## config.mk

```make
export PLATFORM = sky130hd
export DESIGN_NAME = cpce_engine
export DESIGN_NICKNAME = d
export VERILOG_FILES = /design/src/verilog/cpce_pkg.sv /design/src/verilog/cpce_scale_mul.sv /design/src/verilog/cpce_engine.sv
export VERILOG_INCLUDE_DIRS = /design/src /design/src/verilog
export SDC_FILE = /design/constraint.sdc
export NUM_CORES = 2
export LEC_CHECK = 0
export BUFFER_PORTS_ARGS = -buffer_cell sky130_fd_sc_hd__buf_2
export CAP_MARGIN = 25
export CORE_MARGIN = 3
export CORE_UTILIZATION = 42
export CTS_CLUSTER_SIZE = 30
export DETAILED_ROUTE_END_ITERATION = 12
export GPL_ROUTABILITY_DRIVEN = 0
export PLACE_DENSITY = 0.69
export REMOVE_ABC_BUFFERS = 1
export SYNTH_ARGS = -nofsm -noshare
export SYNTH_HDL_FRONTEND = slang
export SYNTH_HIERARCHICAL = 1
export SYNTH_SLANG_ARGS = --single-unit
```

## constraint.sdc

```tcl
create_clock -name clk -period 48 [get_ports clk]
set_input_delay 9.6 -clock clk [delete_from_list [all_inputs] [get_ports clk]]
set_output_delay 9.6 -clock clk [all_outputs]
set_load 0.005 [all_outputs]
```

## src/verilog/cpce_regs.svh

```systemverilog
/*
  register offsets, field positions, reset values and timing counts for the
  current and power calculation engine.
  assumes a 125 mhz system clock and a word-wide register port.
*/
`ifndef CPCE_REGS_SVH
`define CPCE_REGS_SVH

// ----------------------------------------------------------------------
// register indices
// ----------------------------------------------------------------------
`define CPCE_REG_CONFIG   3'h0
`define CPCE_REG_SHUNT    3'h1
`define CPCE_REG_BUS      3'h2
`define CPCE_REG_POWER    3'h3
`define CPCE_REG_CURRENT  3'h4
`define CPCE_REG_SCALE    3'h5

// ----------------------------------------------------------------------
// configuration fields and reset values
// ----------------------------------------------------------------------
`define CPCE_CFG_SCT_LSB  3
`define CPCE_CFG_BCT_LSB  6
`define CPCE_CFG_AVG_LSB  9
`define CPCE_CFG_RESET    16'h4127
`define CPCE_SCALE_RESET  16'h0000

// ----------------------------------------------------------------------
// arithmetic and timing
// ----------------------------------------------------------------------
`define CPCE_CUR_SHIFT    11
`define CPCE_PWR_DIV      48'd20000
`define CPCE_CLK_MHZ      125
`define CPCE_CT_MIN_US    140
`define CPCE_CT_MAX_US    8244
`define CPCE_CT_MIN_CYC   (`CPCE_CT_MIN_US * `CPCE_CLK_MHZ)
`define CPCE_CT_MAX_CYC   (`CPCE_CT_MAX_US * `CPCE_CLK_MHZ)
`define CPCE_MUL_LAT      2

`endif

```

## src/verilog/cpce_pkg.sv

```systemverilog
/*
  types shared by the current and power calculation engine.
  assumes cpce_regs.svh is compiled alongside.
*/
package cpce_pkg;

  // ----------------------------------------------------------------------
  // sample carrier and register port
  // ----------------------------------------------------------------------
  typedef struct packed {
    logic        valid;
    logic        is_bus;
    logic [15:0] value;
  } cpce_sample_t;

  typedef struct packed {
    logic        wr;
    logic [2:0]  addr;
    logic [15:0] wdata;
  } cpce_req_t;

  typedef enum logic [1:0] {
    CPCE_IDLE = 2'b00,
    CPCE_MUL  = 2'b01,
    CPCE_ACC  = 2'b11
  } cpce_state_t;

endpackage

```

## src/verilog/cpce_scale_mul.sv

```systemverilog
/*
  pipelined scaling multiplier: prod = a * b >> shift, truncated.
  assumes operands are held stable while start is high for one cycle.
*/
`timescale 1ns/1ps

module cpce_scale_mul #(
  parameter int W     = 16,
  parameter int SHIFT = 11
) (
  input  wire logic         clk,    // system clock
  input  wire logic         rst,    // async reset, high
  input  wire logic         start,  // operands valid
  input  wire logic [W-1:0] a,      // first operand
  input  wire logic [W-1:0] b,      // second operand
  output logic              done,   // product valid, one cycle
  output logic [2*W-1:0]    prod    // shifted product
);

  logic [2*W-1:0] prod_d;
  logic           done_d;

  // ----------------------------------------------------------------------
  // one registered stage keeps the multiplier off the bus read path
  // ----------------------------------------------------------------------
  always_comb begin
    prod_d = (2*W)'(({{W{1'b0}}, a} * {{W{1'b0}}, b}) >> SHIFT);
    done_d = start;
  end

  always_ff @(posedge clk or posedge rst) begin
    if (rst) begin
      prod <= '0;
      done <= 1'b0;
    end else begin
      prod <= prod_d;
      done <= done_d;
    end
  end

endmodule // cpce_scale_mul

```

## src/verilog/cpce_engine.sv

```systemverilog
/*
  current and power calculation engine: takes converter samples, scales them
  into current and power, averages and loads the result registers.
  assumes samples arrive as one-cycle strobes from the converter, shunt before
  bus, and that the register port is driven by a serial slave outside.
*/
// Behaviour
// - conversion time codes span 140 us up to 8.244 ms.
// - shunt and bus each have their own conversion time field.
// - one power count weighs 25 current counts times a volt.
// - current is shunt times scale factor divided by 2048.
// - power is current times bus divided by 20000.
// - with scale factor zero, current and power read zero.
// - a programmed scale factor refreshes results once per averaging count.
// - bus voltage keeps a fixed weight of 1.25 mV per count.
// - the top bit of the bus result always reads zero.
// - per-sample current and power go to an internal accumulator.
// - after the sample count, all four results load together.
// - the arithmetic runs beside conversion, never stalling it.
`timescale 1ns/1ps
`include "cpce_regs.svh"

module cpce_engine #(
  parameter int ACC_W = 28
) (
  input  wire logic                 clk,        // system clock
  input  wire logic                 rst,        // async reset, high
  input  wire cpce_pkg::cpce_sample_t smp,      // converter sample strobe
  input  wire cpce_pkg::cpce_req_t  req,        // register access
  output logic [15:0]               rdata,      // register read data
  output logic [2:0]                shunt_ct,   // shunt time code
  output logic [2:0]                bus_ct,     // bus time code
  output logic [2:0]                avg_code,   // averaging code
  output logic                      results_ld  // results loaded, pulse
);

  // ----------------------------------------------------------------------
  // configuration and scale registers
  // ----------------------------------------------------------------------
  logic [15:0] cfg_q, cfg_d, scale_q, scale_d;

  // configuration and scale write logic
  always_comb begin
    cfg_d   = cfg_q;
    scale_d = scale_q;
    if (req.wr && req.addr == `CPCE_REG_CONFIG)
      cfg_d = req.wdata;
    if (req.wr && req.addr == `CPCE_REG_SCALE)
      scale_d = req.wdata;
  end

  always_ff @(posedge clk or posedge rst) begin
    if (rst) begin
      cfg_q   <= `CPCE_CFG_RESET;
      scale_q <= `CPCE_SCALE_RESET;
    end else begin
      cfg_q   <= cfg_d;
      scale_q <= scale_d;
    end
  end

  assign shunt_ct = cfg_q[`CPCE_CFG_SCT_LSB +: 3];
  assign bus_ct   = cfg_q[`CPCE_CFG_BCT_LSB +: 3];
  assign avg_code = cfg_q[`CPCE_CFG_AVG_LSB +: 3];

  // ----------------------------------------------------------------------
  // averaging count from code: 1,4,16,64,128,256,512,1024
  // ----------------------------------------------------------------------
  logic [10:0] avg_n;
  always_comb begin
    case (avg_code)
      3'h0:    avg_n = 11'h001;
      3'h1:    avg_n = 11'h004;
      3'h2:    avg_n = 11'h010;
      3'h3:    avg_n = 11'h040;
      3'h4:    avg_n = 11'h080;
      3'h5:    avg_n = 11'h100;
      3'h6:    avg_n = 11'h200;
      default: avg_n = 11'h400;
    endcase
  end

  logic [3:0] avg_sh;
  always_comb begin
    case (avg_code)
      3'h0:    avg_sh = 4'h0;
      3'h1:    avg_sh = 4'h2;
      3'h2:    avg_sh = 4'h4;
      3'h3:    avg_sh = 4'h6;
      3'h4:    avg_sh = 4'h7;
      3'h5:    avg_sh = 4'h8;
      3'h6:    avg_sh = 4'h9;
      default: avg_sh = 4'ha;
    endcase
  end

  // ----------------------------------------------------------------------
  // current multiplier
  // ----------------------------------------------------------------------
  logic [15:0] cur_now_q, cur_now_d;
  logic        cur_done;
  logic [31:0] cur_prod;

  cpce_scale_mul #(.W(16), .SHIFT(`CPCE_CUR_SHIFT)) u_cur_mul (
    .clk   (clk),
    .rst   (rst),
    .start (smp.valid && !smp.is_bus),
    .a     (smp.value),
    .b     (scale_q),
    .done  (cur_done),
    .prod  (cur_prod)
  );

  // power product: current times bus, both unsigned counts
  logic [15:0] bus_now_q, bus_now_d;
  logic        pwr_go_q, pwr_go_d;
  logic [31:0] pwr_prod_q, pwr_prod_d;
  logic [15:0] pwr_now;

  assign pwr_now = 16'(({16'h0000, pwr_prod_q} / `CPCE_PWR_DIV));

  // ----------------------------------------------------------------------
  // accumulation state
  // ----------------------------------------------------------------------
  cpce_pkg::cpce_state_t st_q, st_d;
  logic [ACC_W-1:0] acc_sh_q, acc_sh_d, acc_bu_q, acc_bu_d;
  logic [ACC_W-1:0] acc_cu_q, acc_cu_d, acc_pw_q, acc_pw_d;
  logic [10:0]      cnt_q, cnt_d;
  logic [15:0]      res_sh_q, res_sh_d, res_bu_q, res_bu_d;
  logic [15:0]      res_cu_q, res_cu_d, res_pw_q, res_pw_d;
  logic             ld_d, ld_q;

  // the datapath never pushes back on the converter, so conversion time
  // is set only by the time codes
  always_comb begin
    st_d       = st_q;
    cur_now_d  = cur_now_q;
    bus_now_d  = bus_now_q;
    pwr_go_d   = 1'b0;
    pwr_prod_d = pwr_prod_q;
    acc_sh_d   = acc_sh_q;
    acc_bu_d   = acc_bu_q;
    acc_cu_d   = acc_cu_q;
    acc_pw_d   = acc_pw_q;
    cnt_d      = cnt_q;
    res_sh_d   = res_sh_q;
    res_bu_d   = res_bu_q;
    res_cu_d   = res_cu_q;
    res_pw_d   = res_pw_q;
    ld_d       = 1'b0;
    // shunt sample taken with no stall
    if (smp.valid && !smp.is_bus) begin
      acc_sh_d = acc_sh_q + ACC_W'(smp.value);
      st_d     = cpce_pkg::CPCE_MUL;
    end
    if (cur_done) begin
      cur_now_d = (scale_q == 16'h0000) ? 16'h0000 : cur_prod[15:0];
      acc_cu_d  = acc_cu_q
                + ACC_W'((scale_q == 16'h0000) ? 16'h0000 : cur_prod[15:0]);
    end
    // bus top bit forced to zero
    if (smp.valid && smp.is_bus) begin
      bus_now_d = {1'b0, smp.value[14:0]};
      acc_bu_d  = acc_bu_q + ACC_W'({1'b0, smp.value[14:0]});
      pwr_go_d  = 1'b1;
    end
    // power product from latest current and this bus sample
    if (pwr_go_q) begin
      // both operands widened first so the 32-bit product is never cut
      pwr_prod_d = {16'h0000, cur_now_q} * {16'h0000, bus_now_q};
      st_d       = cpce_pkg::CPCE_ACC;
    end
    if (st_q == cpce_pkg::CPCE_ACC) begin
      acc_pw_d = acc_pw_q
               + ACC_W'((scale_q == 16'h0000) ? 16'h0000 : pwr_now);
      st_d     = cpce_pkg::CPCE_IDLE;
      if (cnt_q + 11'h001 >= avg_n) begin
        res_sh_d = 16'(acc_sh_q >> avg_sh);
        res_bu_d = 16'(acc_bu_q >> avg_sh);
        res_cu_d = 16'(acc_cu_q >> avg_sh);
        res_pw_d = 16'(acc_pw_d >> avg_sh);
        acc_sh_d = '0;
        acc_bu_d = '0;
        acc_cu_d = '0;
        acc_pw_d = '0;
        cnt_d    = '0;
        ld_d     = 1'b1;
      end else begin
        cnt_d = cnt_q + 11'h001;
      end
    end
    // a config write restarts averaging
    if (req.wr && req.addr == `CPCE_REG_CONFIG) begin
      acc_sh_d = '0;
      acc_bu_d = '0;
      acc_cu_d = '0;
      acc_pw_d = '0;
      cnt_d    = '0;
    end
  end

  // accumulation registers
  always_ff @(posedge clk or posedge rst) begin
    if (rst) begin
      st_q       <= cpce_pkg::CPCE_IDLE;
      cur_now_q  <= '0;
      bus_now_q  <= '0;
      pwr_go_q   <= 1'b0;
      pwr_prod_q <= '0;
      acc_sh_q   <= '0;
      acc_bu_q   <= '0;
      acc_cu_q   <= '0;
      acc_pw_q   <= '0;
      cnt_q      <= '0;
      res_sh_q   <= '0;
      res_bu_q   <= '0;
      res_cu_q   <= '0;
      res_pw_q   <= '0;
      ld_q       <= 1'b0;
    end else begin
      st_q       <= st_d;
      cur_now_q  <= cur_now_d;
      bus_now_q  <= bus_now_d;
      pwr_go_q   <= pwr_go_d;
      pwr_prod_q <= pwr_prod_d;
      acc_sh_q   <= acc_sh_d;
      acc_bu_q   <= acc_bu_d;
      acc_cu_q   <= acc_cu_d;
      acc_pw_q   <= acc_pw_d;
      cnt_q      <= cnt_d;
      res_sh_q   <= res_sh_d;
      res_bu_q   <= res_bu_d;
      res_cu_q   <= res_cu_d;
      res_pw_q   <= res_pw_d;
      ld_q       <= ld_d;
    end
  end

  assign results_ld = ld_q;

  // ----------------------------------------------------------------------
  // register read port
  // ----------------------------------------------------------------------
  // power weight fixed by the 20000 divisor
  always_comb begin
    case (req.addr)
      `CPCE_REG_CONFIG:  rdata = cfg_q;
      `CPCE_REG_SHUNT:   rdata = res_sh_q;
      `CPCE_REG_BUS:     rdata = {1'b0, res_bu_q[14:0]};
      `CPCE_REG_POWER:   rdata = (scale_q == 16'h0000) ? 16'h0000 : res_pw_q;
      `CPCE_REG_CURRENT: rdata = (scale_q == 16'h0000) ? 16'h0000 : res_cu_q;
      `CPCE_REG_SCALE:   rdata = scale_q;
      default:           rdata = 16'h0000;
    endcase
  end

endmodule // cpce_engine

```

; After elaboration in Yosys (flattened, before gate mapping)
; Index checks and enable logic that the tools add are counted.
[word_totals]
reg_bits = 302
latchBits = 0
ram_bits = 0
rom_bits = 0
inputBits = 40
output_inout_bits = 26
word_cells = 87
memories = 0
[op_classes]
addsub = 5
multipliers = 2
div_mod_pow = 1
magnitude_cmp = 1
eq_ne = 12
shift = 4
mux = 32
bitwise_logic = 0
reduce_logical = 11
[op_table]
columns = op, count
row1 = two-way mux 28 bit, 15
row2 = one-hot mux 16 bit (6 select lines), 1
row3 = adder 28 x 16 -> 28 bit, 3
row4 = >> shifter 28 x 4 -> 16 bit, 3
row5 = two-way mux 16 bit, 5
row6 = one-hot mux 11 bit (7 select lines), 1
row7 = divider 32 x 15 -> 48 bit (second input constant), 1
row8 = two-way mux 11 bit, 3
row9 = multiplier 16 x 15 -> 31 bit, 1
row10 = adder 28 x 15 -> 28 bit, 1
row11 = one-hot mux 4 bit (7 select lines), 1
row12 = >> shifter 28 x 4 -> 15 bit, 1
row13 = multiplier 16 x 16 -> 27 bit, 1
row14 = logical NOT 16 bit, 1
row15 = == test 3 bit (second input constant), 5
row16 = == test 3 x 2 -> 1 bit (second input constant), 4
row17 = adder 11 x 1 -> 11 bit (second input constant), 1
row18 = greater-or-equal comparator 11 bit, 1
row19 = == test 3 x 1 -> 1 bit (second input constant), 2
row20 = logical NOT 3 bit, 2
row21 = two-way mux 2 bit, 3
row22 = logical AND 1 bit, 4
row23 = two-way mux 1 bit, 3
row24 = nonzero test 3 bit, 1
row25 = 4 further kinds, 4

; Longest topological paths before layout
[logic_depth]
ltp_word = 7
mapped_depth = 91
depth_no_buf = 82

; Cells and area by module
; The synthesis kept the hierarchy.
[by_module_without_submodules]
columns = mod, instances, cells_each, area_per_inst_um2, seq_area_each_um2
row1 = cpce_engine, 1, 3880, 31964.4, 6789.0
row2 = cpce_scale_mul, 1, 1018, 9054.9, 550.5

; Worst setup path after synthesis
; No wires, ideal clock.
[synth_path]
kind = input-to-output
from = input req[18] in the netlist's numbering
to = output rdata[11]
arrival_ns = 10.964
required_ns = 38.400
slack_ns = 27.436
stages = 5
path_buffers = 2
path_cell_list = clkbuf_1 nor3b_1 clkbuf_1 a22oi_1 o21ai_0
[synth_between]
elab_chain_len = 2
elab_cells_between_ends = 7
classes_between = 5 x eq/ne / 1 x mux / 1 x reduce/logical
[synth_rtl]
columns = item, line
row1 = "start, declared", cpce_engine.sv:29  ; input wire cpce_pkg::cpce_req_t req,
row2 = == test 3 bit (tied with other cells), cpce_engine.sv:246  ; case (req.addr)
row3 = one-hot mux 16 bit (6 select lines) *, cpce_engine.sv:246
row4 = "end, declared", cpce_engine.sv:30  ; output logic [15:0] rdata,
; Mark *: on every way between the ends. The rest lies on a longest branch, timed or not.

; Final worst setup path
[layout_path]
from = register pwr_prod_q[26]
to = register res_pw_q[13]
[layout_between]
elab_chain_len = 4
[layout_rtl]
columns = item, line
row1 = "start, declared", cpce_engine.sv:117  ; logic [31:0] pwr_prod_q, pwr_prod_d;
row2 = "start signal, assigned", cpce_engine.sv:225  ; pwr_prod_q <= pwr_prod_d;
row3 = divider 32 x 15 -> 48 bit (no source line), -
row4 = two-way mux 16 bit, cpce_engine.sv:175  ; + ACC_W'((scale_q == 16'h0000) ? 16'h0000 : pwr_now);
row5 = adder 28 x 16 -> 28 bit, cpce_engine.sv:175
row6 = >> shifter 28 x 4 -> 16 bit, cpce_engine.sv:181  ; res_pw_d = 16'(acc_pw_d >> avg_sh);
row7 = "end signal, assigned", cpce_engine.sv:234  ; res_pw_q <= res_pw_d;
row8 = "end, declared", cpce_engine.sv:130  ; logic [15:0] res_cu_q, res_cu_d, res_pw_q, res_pw_d;
; No other way between the ends.
; A chain may end at the register's enable or synchronous reset.

==> reports/results.ini <==
[drt]
number_of_nets_with_antenna_violations_after_routing = 1
vias_per_cell = 5.774
wl_per_cell_um = 18.89
total_wire_length_um = 112600
detail_route.first_pass.iterations = 6
num_vias = 34415
drt_iter0_drc = 3104
drc = 0

[sta]
timing.clock.skew_ps = 44.68
rsz0062_at_grt = no
timing_hold_violations_final = 0
worst_pin_slew_ps = 1087
finalSetupViolations = 0
slew_headroom = 0.2720
timing.fmax_mhz = 44.09
maxSlewViolCount = 0
final.setup.tns_ps = 0
min_period_ps = 22680
final_cycle_utilization_of_the_critical_path = 0.4725

[die]
initial_utilization = 0.4263
fp.dieArea_mm2 = 0.09919
standard_cell_rows = 112
design.portCount = 66
chipWidth_um = 314.9
die_span_in_y_um = 314.9
core_region_area_mm2 = 0.09403

[setup_path]
endpoint_kind = flop
critical_path.top_delay_family = compound AO/OA/AOI/OAI gates
rr_worst_depth = 81
crit_arrival_ps = 23110
worst-endpoint-required_ps = 48430
timing.rr.end = res_pw_q[13]$_DFFE_PP0P_
cpMostUsedCell = a21oi_1
crit_type = flop to flop
slowest_stage = a2111oi_2
worst-r2r-setup-slack_ps = 25320
worst_r2r_startpoint = pwr_prod_q[26]$_DFFE_PP0P_
startpoint_type_of_the_worst_setup_path = flop
crit_buf_inv = 3
cp_slowest_stage_delay_ps = 980
worst-path-max-fanout = 16

[grt]
grt_first_pass_wirelength_um = 183000
global_route.overflow_total = 0
grt_pass1_vias = 33955
grt_start_max_net_pins = 153
number_of_antenna_violations_at_the_first_check_in_global_routing = 6
total_routing_resource_utilization_after_global_routing = 0.2256

[final_layout]
fillerInstances = 9066
num-nets-final = 5330
areaGrowthSynthToFinish_pct = 6.236
instances_no_fill = 5960
layout-drive-gt1-share = 0.08280

[worst_hold_path]
min_path_cells = 1
sink_of_the_worst_hold_path = res_bu_q[4]$_DFFE_PP0P_
min_from = res_bu_q[4]$_DFFE_PP0P_
timing.hold.worst.class = flop to flop

[run]
max_cap_violations = 0

[clock_tree]
postCtsHoldBufs = 0
path_clk_slew_ps = 60
htree_levels = 2
clockBufferDepth = 3
clock-sinks = 288
post_cts_resized = 0
cts_root_buf = clkbuf_16
cts_tree = built
cts_inserted_buffers = 36
cts_setup_buffers = 0
clk-insertion-delay-late_ps = 580

[place]
hpwl_um = 81630
dp.cells = 5883
io_buffers = 65

[logic_synthesis]
netlist_area_mm2 = 0.04009
synth.yosys.warnings = 6
syn_avg_cell_area_um2 = 8.365
postSynthCellCount = 4792

[run_status]
violations = antenna violations
status = finished with violations

-- registers in the layout, indices dropped and copies added (netlist names), 25 cells and up --
register / count
acc_sh_q: 27
acc_cu_q: 26
acc_pw_q: 26
pwr_prod_q: 26
acc_bu_q: 25
-- cell usage in the layout (no fill, tap or decap), types with 30 or more instances in the layout --
cell / instances
o21ai_0: 266
xnor2_1: 158
fa_1: 372
and2_1: 247
nor3_1: 43
mux2i_1: 130
and3_1: 42
ha_1: 247
o21bai_1: 62
nor2_1: 301
a211oi_1: 40
a21oi_1: 269
a22oi_1: 39
o21a_1: 30
inv_1: 490
nand2_1: 684
mux2_2: 91
buf_4: 47
clkbuf_16: 36
xor2_1: 48
dfrtp_1: 279
o211ai_1: 44
buf_2: 67
a31oi_1: 31
a21o_1: 53
nand3_1: 73
-- metal layers --
metal,global-route usage,up-vias,part of all wire
met3,0.03694,172,0.078
li1,-,15987,-
met5,0,-,0.00024
met2,0.3606,1285,0.45
met1,0.3190,16967,0.45
met4,0.05427,4,0.022
-- cell type report --
class / count / area (um^2) / area share
Clock inverter: 20 / 266.5 / 0.006258
Inverter: 494 / 1862 / 0.04372
Multi-Input combinational cell: 3735 / 29930 / 0.7028
Timing Repair Buffer: 116 / 735.7 / 0.01728
Sequential cell: 288 / 7221 / 0.1696
Clock buffer: 45 / 984.7 / 0.02312
Antenna cell: 8 / 20.02 / 0.0004701
Tap cell: 1254 / 1569 / 0.03684
-- worst register-to-register path, delay by kind of cell, from the launching register on --
family          cells  cell delay, ps
simple gates       15            4030
buf+inv             3             190
xor+xnor            7            2170
flops               1             620
fa+ha+maj           4            1030
compound gates     50           13670
mux                 2             820
-- per-stage QoR --
step | area, um^2 | hold slack [ps] | util | setup slack [ps]
2_1_floorplan | 38940 | 449.6 | - | 27470
3_3_place_gp | 41250 | 463.0 | 0.4387 | 25950
3_5_place_dp | 41260 | 471.1 | 0.4388 | 25440
4_1_cts | 42520 | 484.3 | 0.4522 | 25400
5_1_grt | 42570 | 512.3 | 0.4527 | 23270
6_report | 42590 | 482.7 | 0.4529 | 25320
-- worst max path at each step --
stage                               startpoint                        to  slack [ps]  cells past startpoint
floorplan                              req[17]                 rdata[10]       27470                      3
global placement    pwr_prod_q[26]$_DFFE_PP0P_  res_pw_q[13]$_DFFE_PP0P_       25950                     82
detailed placement  pwr_prod_q[26]$_DFFE_PP0P_  res_pw_q[13]$_DFFE_PP0P_       25440                     82
CTS                 pwr_prod_q[26]$_DFFE_PP0P_  res_pw_q[13]$_DFFE_PP0P_       25400                     82
global route        pwr_prod_q[26]$_DFFE_PP0P_  res_pw_q[13]$_DFFE_PP0P_       23270                     79
finish              pwr_prod_q[26]$_DFFE_PP0P_  res_pw_q[13]$_DFFE_PP0P_       25320                     81
Power is left out: the tool's default activity adds up to more than one toggle a clock period on the data nets, which glitch-free logic cannot reach.
